## src/rtl/lpl_pkg.sv

```systemverilog
package lpl_pkg;

	// ---------------------------------------------------------------
	// Word layout
	// ---------------------------------------------------------------
	localparam int WORD_W         = 28;  // Parallel pixel word width
	localparam int COLOR_W        = 8;   // Bits per colour
	localparam int RED_LSB        = 0;   // Red field base
	localparam int GREEN_LSB      = 8;   // Green field base
	localparam int BLUE_LSB       = 16;  // Blue field base
	localparam int LINE_SYNC_BIT  = 24;  // Line sync position
	localparam int FRAME_SYNC_BIT = 25;  // Frame sync position
	localparam int VALID_BIT      = 26;  // Pixel data valid position
	localparam int SPARE_BIT      = 27;  // Spare control position

	// ---------------------------------------------------------------
	// Link shape
	// ---------------------------------------------------------------
	localparam int LANES       = 4;        // Serial data lanes
	localparam int SLOTS       = 7;        // Bit slots per lane per pixel
	localparam int SLOT_W      = 3;        // Width of a slot index
	localparam int PER_W       = 12;       // Width of period counters
	localparam int FIFO_DEPTH  = 8;        // Words buffered on transmit
	localparam logic [SLOT_W-1:0] LAST_SLOT   = 3'h6;   // Final slot of a frame
	localparam logic [SLOT_W-1:0] STROBE_SLOT = 3'h3;   // Slot at which strobe falls
	localparam logic [SLOTS-1:0]  LANE_CLK_PATTERN = 7'h07; // Slots 0..2 high

	// ---------------------------------------------------------------
	// Timing
	// ---------------------------------------------------------------
	localparam int CLK_KHZ           = 200000; // System clock rate
	localparam int PIX_PERIOD_MIN_NS = 25;     // Shortest pixel period
	localparam int PIX_PERIOD_MAX_NS = 50;     // Longest pixel period
	localparam int LOCK_TIME_MS      = 10;     // Multiplier lock time
	localparam int LOCK_CYCLES       = LOCK_TIME_MS * CLK_KHZ;
	localparam int LOCK_W            = 22;     // Lock counter width

	// Bit position of one lane slot inside the word
	function automatic int lane_bit_index(input int lane, input int slot);
		return lane * SLOTS + slot;
	endfunction : lane_bit_index

endpackage : lpl_pkg

```

## src/rtl/lpl_stream_if.sv

```systemverilog
`timescale 1ns/1ps
// Valid/ready word stream between the link core and its buffer
interface lpl_stream_if #(
	parameter int W = 28
);
	logic         valid;  // Word offered
	logic         ready;  // Word accepted
	logic [W-1:0] data;   // Word itself

	modport src (output valid, output data, input ready);
	modport snk (input valid, input data, output ready);
endinterface : lpl_stream_if

```

## src/rtl/lpl_fifo.sv

```systemverilog
`timescale 1ns/1ps
// Synchronous word buffer with honest full and empty
module lpl_fifo #(
	parameter int W     = 28,
	parameter int DEPTH = 8
) (
	input  wire logic   sys_clk,
	input  wire logic   resetn,
	lpl_stream_if.snk   in_s,
	lpl_stream_if.src   out_s
);
	localparam int AW = $clog2(DEPTH);

	// Depth must be a power of two for the wrap bit to work
	initial
	begin
		if (DEPTH < 2 || (1 << AW) != DEPTH)
			$error("lpl_fifo: DEPTH must be a power of two of at least 2");
	end

	logic [W-1:0] mem [DEPTH];  // Storage
	logic [AW:0]  wr_q;         // Write pointer with wrap bit
	logic [AW:0]  wr_d;
	logic [AW:0]  rd_q;         // Read pointer with wrap bit
	logic [AW:0]  rd_d;
	logic         full;
	logic         empty;
	logic         push;
	logic         pop;

	// Flags and handshakes
	always_comb
	begin
		empty = (wr_q == rd_q);
		full  = (wr_q[AW] != rd_q[AW]) && (wr_q[AW-1:0] == rd_q[AW-1:0]);
		in_s.ready  = !full;
		out_s.valid = !empty;
		out_s.data  = mem[rd_q[AW-1:0]];
		push = in_s.valid && !full;
		pop  = out_s.ready && !empty;
		wr_d = push ? wr_q + 1'b1 : wr_q;
		rd_d = pop ? rd_q + 1'b1 : rd_q;
	end

	// Pointer registers
	always_ff @(posedge sys_clk or negedge resetn)
	begin
		if (!resetn)
		begin
			wr_q <= '0;
			rd_q <= '0;
		end
		else
		begin
			wr_q <= wr_d;
			rd_q <= rd_d;
		end
	end

	// Storage write
	always_ff @(posedge sys_clk)
	begin
		if (push)
			mem[wr_q[AW-1:0]] <= in_s.data;
	end

endmodule : lpl_fifo

```

## src/rtl/lpl_link_top.sv

```systemverilog
`timescale 1ns/1ps
// Notes on behaviour
// - capture one 28-bit word each pixel clock
// - four data lanes plus forwarded clock lane
// - seven bit slots per lane per pixel
// - word is RGB 8/8/8 plus four controls
// - receiver rebuilds 28 bits from lanes
// - falling pixel clock edge samples inputs
// - transmit power-down releases all serial outputs
// - receive power-down holds parallel outputs
// - data invalid until 10 ms lock elapsed
module lpl_link_top
	import lpl_pkg::*;
#(
	parameter int LOCK_CYC = lpl_pkg::LOCK_CYCLES
) (
	input  wire logic                             sys_clk,
	input  wire logic                             resetn,
	input  wire logic [lpl_pkg::WORD_W-1:0]       parallel_pixel_inputs,
	input  wire logic                             pixel_strobe_clock_in,
	input  wire logic                             tx_low_power_request_n,
	output logic      [lpl_pkg::LANES-1:0]        serial_data_lane_outputs,
	output logic      [lpl_pkg::LANES-1:0]        serial_data_lane_oe_n,
	output logic                                  forwarded_lane_clock_out,
	output logic                                  forwarded_lane_clock_oe_n,
	output logic                                  tx_capture_ready,
	output logic                                  tx_locked,
	input  wire logic [lpl_pkg::LANES-1:0]        serial_data_lane_inputs,
	input  wire logic                             forwarded_lane_clock_in,
	input  wire logic                             rx_low_power_request_n,
	output logic      [lpl_pkg::WORD_W-1:0]       parallel_pixel_outputs,
	output logic                                  pixel_strobe_clock_out,
	output logic                                  rx_locked
);
	import lpl_pkg::*;

	initial
	begin
		if (LOCK_CYC < 1 || LOCK_CYC >= (1 << LOCK_W))
			$error("lpl_link_top: LOCK_CYC out of counter range");
	end

	// ---------------------------------------------------------------
	// Pin synchronisers
	// ---------------------------------------------------------------
	logic [2:0]        pclk_s;       // Pixel clock stages
	logic [WORD_W-1:0] pdat_s1;      // Pixel data first stage
	logic [WORD_W-1:0] pdat_s2;      // Pixel data second stage
	logic [WORD_W-1:0] pdat_s3;      // Pixel data before the edge
	logic [1:0]        tpwr_s;       // Transmit power request
	logic [1:0]        rpwr_s;       // Receive power request
	logic [2:0]        lclk_s;       // Lane clock stages
	logic [LANES-1:0]  lane_s1;      // Lane data first stage
	logic [LANES-1:0]  lane_s2;      // Lane data usable stage

	// Two flops per pin, a third for edge finding
	always_ff @(posedge sys_clk or negedge resetn)
	begin
		if (!resetn)
		begin
			pclk_s  <= '0;
			pdat_s1 <= '0;
			pdat_s2 <= '0;
			pdat_s3 <= '0;
			tpwr_s  <= '0;
			rpwr_s  <= '0;
			lclk_s  <= '0;
			lane_s1 <= '0;
			lane_s2 <= '0;
		end
		else
		begin
			pclk_s  <= {pclk_s[1:0], pixel_strobe_clock_in};
			pdat_s1 <= parallel_pixel_inputs;
			pdat_s2 <= pdat_s1;
			pdat_s3 <= pdat_s2;
			tpwr_s  <= {tpwr_s[0], tx_low_power_request_n};
			rpwr_s  <= {rpwr_s[0], rx_low_power_request_n};
			lclk_s  <= {lclk_s[1:0], forwarded_lane_clock_in};
			lane_s1 <= serial_data_lane_inputs;
			lane_s2 <= lane_s1;
		end
	end

	logic tx_on;     // Transmitter powered
	logic rx_on;     // Receiver powered
	logic pix_fall;  // Falling pixel clock seen
	logic lck_rise;  // Rising lane clock seen

	assign tx_on    = tpwr_s[1];
	assign rx_on    = rpwr_s[1];
	assign pix_fall = pclk_s[2] && !pclk_s[1];
	assign lck_rise = lclk_s[1] && !lclk_s[2];

	// ---------------------------------------------------------------
	// Transmit buffer
	// ---------------------------------------------------------------
	lpl_stream_if #(.W(WORD_W)) push_if ();
	lpl_stream_if #(.W(WORD_W)) pop_if ();

	lpl_fifo #(
		.W     (WORD_W),
		.DEPTH (FIFO_DEPTH)
	) u_fifo (
		.sys_clk (sys_clk),
		.resetn  (resetn),
		.in_s    (push_if),
		.out_s   (pop_if)
	);

	logic tx_lock_q;  // Transmit lock time elapsed

	// Word held before the falling edge enters the buffer
	assign push_if.valid = pix_fall && tx_on && tx_lock_q;
	assign push_if.data  = pdat_s3;
	assign pop_if.ready  = pix_fall && tx_on && tx_lock_q;

	// ---------------------------------------------------------------
	// Transmit serializer
	// ---------------------------------------------------------------
	logic [PER_W-1:0]  tper_cnt_q, tper_cnt_d;  // Cycles since last fall
	logic [PER_W-1:0]  tper_q, tper_d;          // Measured pixel period
	logic [PER_W-1:0]  tacc_q, tacc_d;          // Slot phase accumulator
	logic [SLOT_W-1:0] tslot_q, tslot_d;        // Current slot
	logic              tact_q, tact_d;          // Frame in progress
	logic [WORD_W-1:0] tword_q, tword_d;        // Word being sent
	logic [LANES-1:0]  lout_q, lout_d;
	logic [LANES-1:0]  loe_n_q, loe_n_d;
	logic              fclk_q, fclk_d;
	logic              foe_n_q, foe_n_d;
	logic              tcap_q, tcap_d;
	logic [LOCK_W-1:0] tlock_cnt_q, tlock_cnt_d;
	logic              tx_lock_d;
	logic [PER_W-1:0]  tacc_n;

	// Next transmit state
	always_comb
	begin
		tper_cnt_d  = (&tper_cnt_q) ? tper_cnt_q : tper_cnt_q + 1'b1;
		tper_d      = tper_q;
		tacc_d      = tacc_q;
		tslot_d     = tslot_q;
		tact_d      = tact_q;
		tword_d     = tword_q;
		tacc_n      = tacc_q + PER_W'(SLOTS);
		tcap_d      = push_if.ready;
		// Lock counter restarts after power-down
		tlock_cnt_d = tlock_cnt_q;
		tx_lock_d   = tx_lock_q;
		if (!tx_on)
		begin
			tlock_cnt_d = '0;
			tx_lock_d   = 1'b0;
		end
		else if (!tx_lock_q)
		begin
			tlock_cnt_d = tlock_cnt_q + 1'b1;
			tx_lock_d   = (tlock_cnt_q == LOCK_W'(LOCK_CYC - 1));
		end
		// Frame start on each falling edge
		if (pix_fall)
		begin
			tper_cnt_d = PER_W'(1);
			tper_d     = tper_cnt_q;
			tacc_d     = '0;
			tslot_d    = '0;
			tact_d     = tx_on && tx_lock_q;
			tword_d    = pop_if.valid ? pop_if.data : '0;
		end
		// Seven slots spread over one measured period
		else if (tact_q && tacc_n >= tper_q)
		begin
			tacc_d  = tacc_n - tper_q;
			tslot_d = tslot_q + 1'b1;
			if (tslot_q == LAST_SLOT)
				tact_d = 1'b0;
		end
		else if (tact_q)
			tacc_d = tacc_n;
		// Lane drivers
		lout_d = '0;
		for (int l = 0; l < LANES; l++)
			if (tact_q)
				lout_d[l] = tword_q[lane_bit_index(l, int'(tslot_q))];
		fclk_d  = tact_q && LANE_CLK_PATTERN[tslot_q];
		loe_n_d = tx_on ? '0 : '1;
		foe_n_d = !tx_on;
		if (!tx_on)
		begin
			lout_d = '0;
			fclk_d = 1'b0;
		end
	end

	// Transmit registers
	always_ff @(posedge sys_clk or negedge resetn)
	begin
		if (!resetn)
		begin
			tper_cnt_q  <= '0;
			tper_q      <= '0;
			tacc_q      <= '0;
			tslot_q     <= '0;
			tact_q      <= 1'b0;
			tword_q     <= '0;
			lout_q      <= '0;
			loe_n_q     <= '1;
			fclk_q      <= 1'b0;
			foe_n_q     <= 1'b1;
			tcap_q      <= 1'b0;
			tlock_cnt_q <= '0;
			tx_lock_q   <= 1'b0;
		end
		else
		begin
			tper_cnt_q  <= tper_cnt_d;
			tper_q      <= tper_d;
			tacc_q      <= tacc_d;
			tslot_q     <= tslot_d;
			tact_q      <= tact_d;
			tword_q     <= tword_d;
			lout_q      <= lout_d;
			loe_n_q     <= loe_n_d;
			fclk_q      <= fclk_d;
			foe_n_q     <= foe_n_d;
			tcap_q      <= tcap_d;
			tlock_cnt_q <= tlock_cnt_d;
			tx_lock_q   <= tx_lock_d;
		end
	end

	assign serial_data_lane_outputs  = lout_q;
	assign serial_data_lane_oe_n     = loe_n_q;
	assign forwarded_lane_clock_out  = fclk_q;
	assign forwarded_lane_clock_oe_n = foe_n_q;
	assign tx_capture_ready          = tcap_q;
	assign tx_locked                 = tx_lock_q;

	// ---------------------------------------------------------------
	// Receive deserializer
	// ---------------------------------------------------------------
	logic [PER_W-1:0]   rper_cnt_q, rper_cnt_d;  // Cycles since last rise
	logic [PER_W-1:0]   rper_q, rper_d;          // Measured lane clock period
	logic [PER_W+3:0]   racc_q, racc_d;          // Phase, 14 units a cycle
	logic [PER_W+3:0]   rthr_q, rthr_d;          // Next slot centre
	logic [SLOT_W-1:0]  rslot_q, rslot_d;
	logic               ract_q, ract_d;
	logic [WORD_W-1:0]  rword_q, rword_d;        // Word being assembled
	logic [WORD_W-1:0]  pout_q, pout_d;
	logic               pstb_q, pstb_d;
	logic [LOCK_W-1:0]  rlock_cnt_q, rlock_cnt_d;
	logic               rlock_q, rlock_d;
	logic [PER_W+3:0]   racc_n;

	// Next receive state
	always_comb
	begin
		rper_cnt_d  = (&rper_cnt_q) ? rper_cnt_q : rper_cnt_q + 1'b1;
		rper_d      = rper_q;
		racc_d      = racc_q;
		rthr_d      = rthr_q;
		rslot_d     = rslot_q;
		ract_d      = ract_q;
		rword_d     = rword_q;
		pout_d      = pout_q;
		pstb_d      = pstb_q;
		racc_n      = racc_q + (PER_W+4)'(2 * SLOTS);
		rlock_cnt_d = rlock_cnt_q;
		rlock_d     = rlock_q;
		if (!rx_on)
		begin
			rlock_cnt_d = '0;
			rlock_d     = 1'b0;
		end
		else if (!rlock_q)
		begin
			rlock_cnt_d = rlock_cnt_q + 1'b1;
			rlock_d     = (rlock_cnt_q == LOCK_W'(LOCK_CYC - 1));
		end
		// Rising lane clock opens a frame, first centre half a slot in
		if (lck_rise)
		begin
			rper_cnt_d = PER_W'(1);
			rper_d     = rper_cnt_q;
			racc_d     = '0;
			rthr_d     = (PER_W+4)'(rper_cnt_q);
			rslot_d    = '0;
			ract_d     = 1'b1;
		end
		else if (ract_q && racc_n >= rthr_q)
		begin
			// Sample every lane at the slot centre
			for (int l = 0; l < LANES; l++)
				rword_d[lane_bit_index(l, int'(rslot_q))] = lane_s2[l];
			racc_d  = racc_n;
			rthr_d  = rthr_q + (PER_W+4)'({rper_q, 1'b0});
			rslot_d = rslot_q + 1'b1;
			// Strobe falls mid frame, data still stable
			if (rslot_q == STROBE_SLOT && rx_on && rlock_q)
				pstb_d = 1'b0;
			if (rslot_q == LAST_SLOT)
			begin
				ract_d = 1'b0;
				// New word only with a rising strobe; a strobe still high from
				// before lock or power-down skips one word instead
				if (rx_on && rlock_q && !pstb_q)
				begin
					pout_d = rword_d;
					pstb_d = 1'b1;
				end
			end
		end
		else if (ract_q)
			racc_d = racc_n;
	end

	// Receive registers
	always_ff @(posedge sys_clk or negedge resetn)
	begin
		if (!resetn)
		begin
			rper_cnt_q  <= '0;
			rper_q      <= '0;
			racc_q      <= '0;
			rthr_q      <= '0;
			rslot_q     <= '0;
			ract_q      <= 1'b0;
			rword_q     <= '0;
			pout_q      <= '0;
			pstb_q      <= 1'b0;
			rlock_cnt_q <= '0;
			rlock_q     <= 1'b0;
		end
		else
		begin
			rper_cnt_q  <= rper_cnt_d;
			rper_q      <= rper_d;
			racc_q      <= racc_d;
			rthr_q      <= rthr_d;
			rslot_q     <= rslot_d;
			ract_q      <= ract_d;
			rword_q     <= rword_d;
			pout_q      <= pout_d;
			pstb_q      <= pstb_d;
			rlock_cnt_q <= rlock_cnt_d;
			rlock_q     <= rlock_d;
		end
	end

	assign parallel_pixel_outputs = pout_q;
	assign pixel_strobe_clock_out = pstb_q;
	assign rx_locked              = rlock_q;

endmodule : lpl_link_top

```

## config.mk

```make
export PLATFORM = sky130hd
export DESIGN_NAME = lpl_link_top
export DESIGN_NICKNAME = d
export VERILOG_FILES = /design/src/rtl/lpl_pkg.sv /design/src/rtl/lpl_stream_if.sv /design/src/rtl/lpl_fifo.sv /design/src/rtl/lpl_link_top.sv
export SDC_FILE = /design/constraint.sdc
export NUM_CORES = 1
export LEC_CHECK = 0
export BUFFER_PORTS_ARGS = -buffer_cell sky130_fd_sc_hd__buf_2
export CAP_MARGIN = 0
export CORE_ASPECT_RATIO = 1.5
export CORE_UTILIZATION = 50
export DETAILED_ROUTE_END_ITERATION = 10
export PLACE_DENSITY = 0.66
export REMOVE_ABC_BUFFERS = 1
export SLEW_MARGIN = 40
export SYNTH_ARGS = -nofsm -noshare
export SYNTH_HDL_FRONTEND = slang
export SYNTH_SLANG_ARGS = --single-unit
```

## constraint.sdc

```tcl
create_clock -name sys_clk -period 9.37 [get_ports sys_clk]
set_input_delay 0.937 -clock sys_clk [delete_from_list [all_inputs] [get_ports sys_clk]]
set_output_delay 0.937 -clock sys_clk [all_outputs]
set_load 0.02 [all_outputs]
```

Word level (Yosys, flattened, before mapping)
Memory sizes are Yosys's and may differ from the RTL's.
Cells that the tools add are included.
{"block": "op_classes", "bitwise": 1, "reduce_logical": 37, "order_cmp": 15, "add_sub_neg": 18, "eq_ne": 12, "n_mux": 67}
{"cell": "$bwmux W28", "count": 4}
{"cell": "$mux W22", "count": 4}
{"cell": "$mux W12", "count": 7}
{"cell": "$mux W16", "count": 5}
{"cell": "$add A22 B1 Y22 const B", "count": 2}
{"cell": "$eq A22 B21 Y1 const B", "count": 2}
{"cell": "$mux W1", "count": 32}
{"cell": "$mux W28", "count": 1}
{"cell": "$add A12 B1 Y12 const B", "count": 2}
{"cell": "$reduce_and A12 Y1", "count": 2}
{"cell": "$logic_and A1 B1 Y1", "count": 19}
{"cell": "$add A16 B13 Y16", "count": 1}
{"cell": "$add A16 B4 Y16 const B", "count": 1}
{"cell": "$ge A16 B16 Y1", "count": 1}
{"cell": "$bmux W1 S5", "count": 3}
{"cell": "$demux W1 S5", "count": 3}
{"cell": "$add A12 B3 Y12 const B", "count": 1}
{"cell": "$add A5 B3 Y6 const A", "count": 2}
{"cell": "$ge A12 B12 Y1", "count": 1}
{"cell": "$lt A3 B6 Y1 const B", "count": 2}
{"cell": "$lt A4 B6 Y1 const B", "count": 2}
{"cell": "$lt A5 B6 Y1 const B", "count": 2}
{"cell": "$lt A6 B6 Y1 const B", "count": 2}
{"cell": "$mux W3", "count": 4}
{"cell": "25 further kinds", "count": 45}
{"block": "word_totals", "regBits": 352, "output_inout_bits": 42, "n_memories": 2, "mem_bits_rw": 224, "romBits": 8, "input_bits": 38}
{"memory": "u_fifo.mem", "depth": 8, "width": 28, "rd": 1, "rd_clocked_by_memory_dff": 0, "wr": 1, "line_no": "lpl_fifo.sv:21", "rtl": "logic [W-1:0] mem [DEPTH];"}
{"memory": "(no name shown)", "depth": 8, "width": 1, "rd": 1, "rd_clocked_by_memory_dff": 0, "wr": 0, "line_no": "lpl_link_top.sv:185", "rtl": "fclk_d = tact_q && LANE_CLK_PATTERN[tslot_q];"}

Logic depth before layout (Yosys ltp)
Gate-level depths: netlist of run 1.
{"block": "depth", "ltp_word": 8, "ltp_mapped": 16, "depth_no_buf": 14}

Modules after synthesis
A second synthesis of run 1 with hierarchy kept.
{"block": "unflattened", "cells_unflattened": 1885, "area_unflattened_um2": 24941.4}
{"module": "lpl_link_top", "instances": 1, "cells_each": 1502, "area_per_inst_um2": 15901.5, "seq_area_each_um2": 8484.4}
{"module": "lpl_fifo", "instances": 1, "cells_each": 383, "area_per_inst_um2": 9039.9, "seq_area_each_um2": 6926.6}

Least setup slack after synthesis of run 1
Ideal clock, no wire load.
{"block": "synth_path", "path_type": "reg-to-reg", "startpoint": "reg tx_lock_q (netlist: tx_locked)", "endpoint": "mem u_fifo.mem[1][0], enable pin", "synth_period_minus_slack_ns": 3.799, "slack_ns": 5.571, "t_required_ns": 8.922, "stages_incl_launch_ff": 5, "arrival_ns": 3.351, "cell_sequence": "dfrtp_1 nand2_1 nor3b_1 nand2_1 nor3_1"}
{"block": "synth_via", "elab_chain_len": 4}
{"element": "start: declaration", "line_no": "lpl_link_top.sv:111", "rtl": "logic tx_lock_q;"}
{"element": "start signal: assignment", "line_no": "lpl_link_top.sv:228", "rtl": "tx_lock_q <= tx_lock_d;"}
{"element": "$logic_and A1 B1 Y1", "line_no": "lpl_link_top.sv:114", "rtl": "assign push_if.valid = pix_fall && tx_on && tx_lock_q;"}
{"element": "$logic_and A1 B1 Y1", "line_no": "lpl_fifo.sv:39", "rtl": "push = in_s.valid && !full;"}
{"element": "$mux W1", "line_no": "lpl_fifo.sv:63", "rtl": "if (push)"}
{"element": "$mux W1 (implied by the code)", "line_no": "lpl_fifo.sv:64", "rtl": "mem[wr_q[AW-1:0]] <= in_s.data;"}
{"element": "end: declaration", "line_no": "lpl_fifo.sv:21"}
No other way between the ends.

Worst setup path in the final report of run 1
{"block": "layout_path", "startpoint": "reg racc_q[1]", "endpoint": "reg pout_q[11] (netlist: parallel_pixel_outputs[11])"}
{"block": "layout_via", "elab_chain_len": 4}
{"element": "start: declaration", "line_no": "lpl_link_top.sv:244", "rtl": "logic [PER_W+3:0] racc_q, racc_d;"}
{"element": "start signal: assignment", "line_no": "lpl_link_top.sv:338", "rtl": "racc_q <= racc_d;"}
{"element": "$add A16 B4 Y16", "line_no": "lpl_link_top.sv:267", "rtl": "racc_n = racc_q + (PER_W+4)'(2 * SLOTS);"}
{"element": "$ge A16 B16 Y1", "line_no": "lpl_link_top.sv:290", "rtl": "else if (ract_q && racc_n >= rthr_q)"}
{"element": "$logic_and A1 B1 Y1", "line_no": "lpl_link_top.sv:290"}
{"element": "$reduce_and A4 Y1 (no source line)"}
{"element": "end signal: assignment", "line_no": "lpl_link_top.sv:343", "rtl": "pout_q <= pout_d;"}
{"element": "end: declaration", "line_no": "lpl_link_top.sv:249", "rtl": "logic [WORD_W-1:0] pout_q, pout_d;"}
No other way between the ends.
A chain may end at the register's enable or synchronous reset.

==> results of run 1 <==
-- registers in the layout, summed over array words and instances, names as in the netlist, 16 cells and up --
register,cells
pdat_s1,28
pdat_s3,28
pdat_s2,28
rlock_cnt_q,22
tlock_cnt_q,22
u_fifo.mem,224
tword_q,28
rthr_q,16
rword_q,28
parallel_pixel_outputs,28
-- per-layer routing --
layer	up-vias	GRT usage, %
li1	6856	-
met1	7404	24.8
met2	260	36.3
met3	83	2.41
met4	0	6.67
met5	-	0
-- path summary, 6_finish.rpt --
check,to,depth (start not counted)
max,parallel_pixel_outputs[11],15
min in group sys_clk,rpwr_s[1],0
max reg2reg,parallel_pixel_outputs[11],15
min,pdat_s2[18],1
max in group asynchronous,rlock_cnt_q[12],3
min reg2reg,rpwr_s[1],0
-- power groups by stage --
stage	clock network (W)	registers [W]	logic (W)
after global routing	0.00242	0.00291	0.00152
after floorplan	0	0.00289	0.00103
after global placement	0	0.00292	0.00134
final	0.00227	0.00289	0.00138
after detailed placement	0	0.00293	0.00138
after CTS	0.00233	0.00288	0.00139
-- cell type report --
type                    instances  area (um^2)
repair buffers                103          654
well taps                     656          821
fillers                      3974        21000
clock inverters                36          405
inverters                      61          229
clock buffers                  66         1470
multi-input cells            1137         8840
flip-flops and latches        571        15400
-- kinds of logic after synthesis --
group | synth area share, %
buffers and inverters | 2.43
flip-flops | 62.1
AND/OR/NAND/NOR | 10.0
adder cells (fa/ha/maj) | 3.44
XOR/XNOR | 3.71
multiplexers | 12.2
AO/OA/AOI/OAI | 6.05
-- stage by stage --
| step | power [W] | hold slack [ns] |
|---|---|---|
| 2_1_floorplan | 0.00392 | 0.331 |
| 3_3_place_gp | 0.00426 | 0.332 |
| 3_5_place_dp | 0.00431 | 0.335 |
| 4_1_cts | 0.00660 | 0.349 |
| 5_1_grt | 0.00684 | 0.197 |
| 6_report | 0.00654 | 0.201 |
-- worst reg2reg max path, stage by stage (launching register included) --
cell and delay [ns]:
dfrtp_1 0.40, inv_1 0.08, ha_1 0.24, nand2b_1 0.17, nor4b_1 0.50, and3_1 0.36, nand3_1 0.13, xnor2_1 0.15
ha_1 0.30, nand4_1 0.16, a311oi_1 0.34, a211oi_2 0.14, a31oi_4 0.17, buf_4 0.33, nand2_4 0.36, mux2_4 0.44
-- layout by cell type, fill, tap and decap left out, drive strengths merged, types with 6 or more instances in the layout --
cell / netlist / final
a211oi: 7 / 7
a21boi: 11 / 11
a21o: 6 / 6
a21oi: 55 / 55
a221oi: 6 / 6
a31o: 6 / 6
a31oi: 19 / 19
and2: 17 / 17
and3: 25 / 25
buf: 25 / 103
bufinv: 0 / 7
clkbuf: 61 / 66
clkinv: 1 / 20
dfrtp: 346 / 346
edfxtp: 224 / 224
ha: 65 / 65
inv: 60 / 65
mux2: 68 / 68
mux2i: 59 / 59
mux4: 71 / 71
nand2: 196 / 196
nand2b: 17 / 17
nand3: 57 / 57
nand4: 33 / 33
nor2: 113 / 113
nor2b: 11 / 11
nor3: 19 / 19
o211ai: 8 / 8
o21ai: 82 / 82
o311ai: 8 / 8
or3: 15 / 15
xnor2: 55 / 55
xor2: 50 / 50
==> metrics.txt, run 1 <==
status finished clean; antenna fix cells 0; clock-pin slew reported for the worst setup and hold paths after clock tree synthesis around 0.07 ns; Finished Layout Cells 2630; setup total negative slack 0 ns; fraction of power consumed by the clock network a little over a third; Max VDD drop 0.160 mV; routed wl met3 1500 um; clock tree buffer depth 3; Post-Syn Area 24800 um^2; ys async rst share about three fifths; top cell types by occurrence after synthesis dfrtp_1, edfxtp_1, nand2_1; relative contribution of sequential cells to total power 44.1%; routability-driven placement congestion ratio 0.843; drt wl/cell 18.6 um; post-synthesis area per instance 13.4 um^2; Synth Warn # 0; worst path cell trace inv_1, ha_1, nand2b_1, nor4b_1, and3_1, nand3_1, xnor2_1, ha_1, nand4_1, a311oi_1, a211oi_2, a31oi_4, buf_4, nand2_4, mux2_4; switching share of power 28.5%; Post-DP HPWL 31400 um; RSZ-0062 raised after global routing false; Setup crit end kind flip-flop; Setup violations, final 0; power per unit of standard cell area ~230 nW/um^2; via count of the routed design 14603; cell type of the slowest stage on the worst timing path nor4b_1; sum of buffers and inverters on the critical path 2; number of vias per cell about 5.6; antenna violations before repair 0; synthesized netlist cell count 1855; type of the setup path with the least slack reg2reg; TritonCTS clock tree built; cts-stage hold buffer count 0; area delta synth->final 12.2%; die width 184 um; clock root buffer clkbuf_16; tightest slew margin relative to the limit 44.3%; critical path's top delay family simple AND/OR/NAND/NOR gates; Slew Viols, Final 0; final worst slack 5.00 ns; RR Startpoint racc_q[1]; unique cell type count in the Yosys netlist 66; Combinational Power Share roughly a fifth; stage delay of the slowest cell on the critical path 0.50 ns; die boundary height roughly 270 um; clk sink count 571; launching instance or port of the critical path racc_q[1]; later-pin clock latency in the skew report 0.59 ns; top layer used by detailed routing met4; class of the worst hold path in2async; floorplan core area between 40000 and 50000 um^2; maximum clock skew at final layout approximately 0.015 ns; share of the clock period used by the worst path 46.6%; number of synthesized register bits between 500 and 600; data arrival time at the worst-slack endpoint 4.84 ns; number of buffers inserted during clock tree synthesis 54; Seq/Total Area, Yosys 62.1%; number of enable flip-flop cells after synthesis 224; required time worst endpoint 9.84 ns; Initial DRT Pass Iterations 4; via count of the first global-routing pass 15322; post-cts resize count 0; NetSw 0.00186 W; cell occurring most often along the worst timing path ha_1; global-route wire length before repair 80000 um; post-detailed-placement cell area between 20000 and 30000 um^2; total die area ~51000 um^2; number of design-rule violations left by the first detailed-router iteration 798; leading cell type by number of instances after synthesis dfrtp_1; static power due to leakage 11.5 nW; fraction of final layout cells with drive strength greater than 1 18.3%; dpl cells 2527; net count of the finished layout between 2000 and 2500; largest cells by area after synthesis dfrtp_1, edfxtp_1, mux4_2; final-report hold violation count 0; met1 wire length 20400 um; H-tree depth 2; dpl ws 5.00 ns; overall overflow remaining after global route 0; largest net degree at the start of global routing 103; total non-filler cell area in the finished layout 27800 um^2; actual slew at the worst max-slew pin between 0.8 and 0.9 ns; post-route antenna net violation count 0; maximum fanout count along the critical path 28; cell type with the largest total area after synthesis dfrtp_1; I/O Buffers 79; fraction of post-synthesis cell area in the top cell type by area around a third; clock period minus final worst setup slack ~4.4 ns; max capacitance violation total 0; Placement Rows 99; kind of launch point of the worst setup path flip-flop; count of boundary I/O pins 80; # DRC 0; internal power about 0.0047 W; final design utilization around 57%; worst-case register-to-register setup slack 5.00 ns; Max Clock Freq between 200 and 250 MHz; Post-synth top flop dfrtp_1; total track usage 20.1%; met2 WL post-DR 25800 um; total detailed-routing wirelength ~49000 um; Starting Density between 50% and 60%; Post-CTS Setup Repair Bufs 0
(Power assumes the default switching activity.)
==> run 2: changes to the inputs <==
- PLACE_DENSITY: 0.66 -> 0.69
- clock period: 9.37 -> 3.6 ns (I/O delays scaled with it)
==> run 2 against run 1 <==
Net effect:
- clock skew grew 0.015 ns
- die area stayed put
- critical path type unchanged
- flip-flop and latch count did not move
- fmax is 25% higher
- final area up 2.7%
- hold slack improved by 0.15 ns
- highest routed layer unchanged
==> metrics.txt, run 2 (synthesized netlist as in run 1, its figures left out) <==
status finished clean; required time worst endpoint 4.09 ns; via count of the first global-routing pass roughly 15000; RR Startpoint racc_q[1]; post-route worst hold slack 0.347 ns; worst path cell trace buf_4, nor3_2, nor3_2, and3_4, nand3_1, xnor2_1, ha_1, nand4_1, a2111o_1, a31oi_4, nand2_4, clkbuf_16, mux2_4; TritonCTS clock tree built; overall overflow remaining after global route 0; data arrival time at the worst-slack endpoint 3.99 ns; combined area of the multi-input logic cells approximately 9000 um^2; Initial DRT Pass Iterations 5; floorplan core area 48800 um^2; later-pin clock latency in the skew report approximately 0.6 ns; total detailed-routing wirelength ~50000 um; total non-filler cell area in the finished layout 28600 um^2; share of the clock period used by the worst path 97.3%; antenna fix cells 0; Post-DP HPWL 30800 um; launching instance or port of the critical path racc_q[1]; clock tree buffer depth 3; count of boundary I/O pins 80; worst-case register-to-register setup slack 0.1 ns; kind of launch point of the worst setup path flip-flop; area occupied by registers 15400 um^2; type of the setup path with the least slack reg2reg; clock period minus final worst setup slack roughly 3.5 ns; end point of the most critical hold path pdat_s3[3]; cell type of the slowest stage on the worst timing path a2111o_1; clk sink count between 500 and 600; net count of the finished layout 2102; tightest slew margin relative to the limit between 40% and 50%; Setup violations, final 0; maximum fanout count along the critical path 8; fill cell count between 3000 and 4000; via count of the routed design between 10000 and 15000; Slew Viols, Final 0; total track usage 20.0%; cell occurring most often along the worst timing path nor3_2; top layer used by detailed routing met4; number of buffers inserted during clock tree synthesis 53; Placement Rows 99; largest net degree at the start of global routing 92; post-route antenna net violation count 0; Starting Density 50.8%; global-route wire length before repair 79600 um; maximum clock skew at final layout 0.0305 ns; Setup crit end kind flip-flop; static power due to leakage 11.8 nW; Max VDD drop 0.636 mV; area delta synth->final 15.2%; # DRC 0; dpl cells ~2600; flip-flop count of the largest register, all copies and words added between 200 and 250; met2 WL post-DR 26300 um; final design utilization 58.6%; Max Clock Freq 285 MHz; class of the worst hold path reg2reg; min-delay src pdat_s2[3]; number of design-rule violations left by the first detailed-router iteration ~640; worst hold stages 0; total die area 50500 um^2; setup total negative slack 0 ns; clock-pin slew reported for the worst setup and hold paths after clock tree synthesis 0.07 ns; routability-driven placement congestion ratio around 0.87; met1 wire length 20000 um; actual slew at the worst max-slew pin 0.797 ns; leading cell type in the layout, fill and taps excluded dfrtp_1; fraction of final layout cells with drive strength greater than 1 about a fifth; final-report hold violation count 0; endpoint of the lowest-slack register-to-register path parallel_pixel_outputs[16]; number of vias per cell 5.56; I/O Buffers 79; most frequent cells in the layout dfrtp_1, edfxtp_1, nand2_1, nor2_1, o21ai_0; H-tree depth 2; stage delay of the slowest cell on the critical path 0.53 ns; clock root buffer clkbuf_16; max capacitance violation total 0; drt wl/cell approximately 18 um; die width 184 um; antenna violations before repair 0; routed wl met3 between 1500 and 2000 um; die boundary height 275 um; depth of the most critical reg-to-reg path 13; Finished Layout Cells roughly 2700; power per unit of standard cell area 614 nW/um^2; post-detailed-placement cell area 26200 um^2
run 2: where the power goes:
part / internal, W / total [W] / switching, W
clock network: 0.00331 / 0.00578 / 0.00247
logic: 0.00204 / 0.00428 / 0.00224
registers: 0.00717 / 0.00749 / 0.000326
run 2: worst max-delay path by stage:
stage	endpoint	slack, ns	cells past startpoint
floorplan	u_fifo.mem[1][0]	-2.18	5
global placement	rthr_q[2]	0.01	15
detailed placement	rthr_q[2]	-0.15	15
CTS	rthr_q[2]	0.004	14
global route	parallel_pixel_outputs[16]	-0.009	14
finish	parallel_pixel_outputs[16]	0.1	13
run 2: timing repair:
item                       in CTS  in global routing
cloned                          0                  2
resized for setup               3                 21
pin swaps                       0                  5
buffers inserted                0                  5
setup endpoints to repair      66                 65
hold endpoints to repair      122                  0
hold buffers                   37                  0
run 2: layout make-up:
cell class | count | share of cell area, %
clock buffer | 73 | 5.38
clock inverter | 26 | 1.07
inverter | 61 | 0.801
multi-input combinational | 1137 | 31.3
sequential | 571 | 53.9
tap | 656 | 2.87
timing repair buffer | 173 | 4.67
run 2: per-stage QoR:
step	power, W	worst slack (ns)
finish	0.0176	0.0967
global placement	0.0113	0.0144
floorplan	0.0102	-2.18
detailed placement	0.0114	-0.150
CTS	0.0173	0.00447
global route	0.0183	-0.00944
run 2: metal layers:
layer,vias up,global-route usage [%]
met4,0,7.17
met2,291,36.8
li1,6990,-
met1,7596,23.7
met3,113,2.63
met5,-,0
run 2: critical path: cells and delay by family, from the launching register on:
kind / cells / cell delay, ns
xor+xnor: 1 / 0.15
compound gates: 2 / 0.81
flops: 1 / 0.37
mux: 1 / 0.29
buf+inv: 2 / 0.35
simple gates: 6 / 1.07
fa+ha+maj: 1 / 0.32
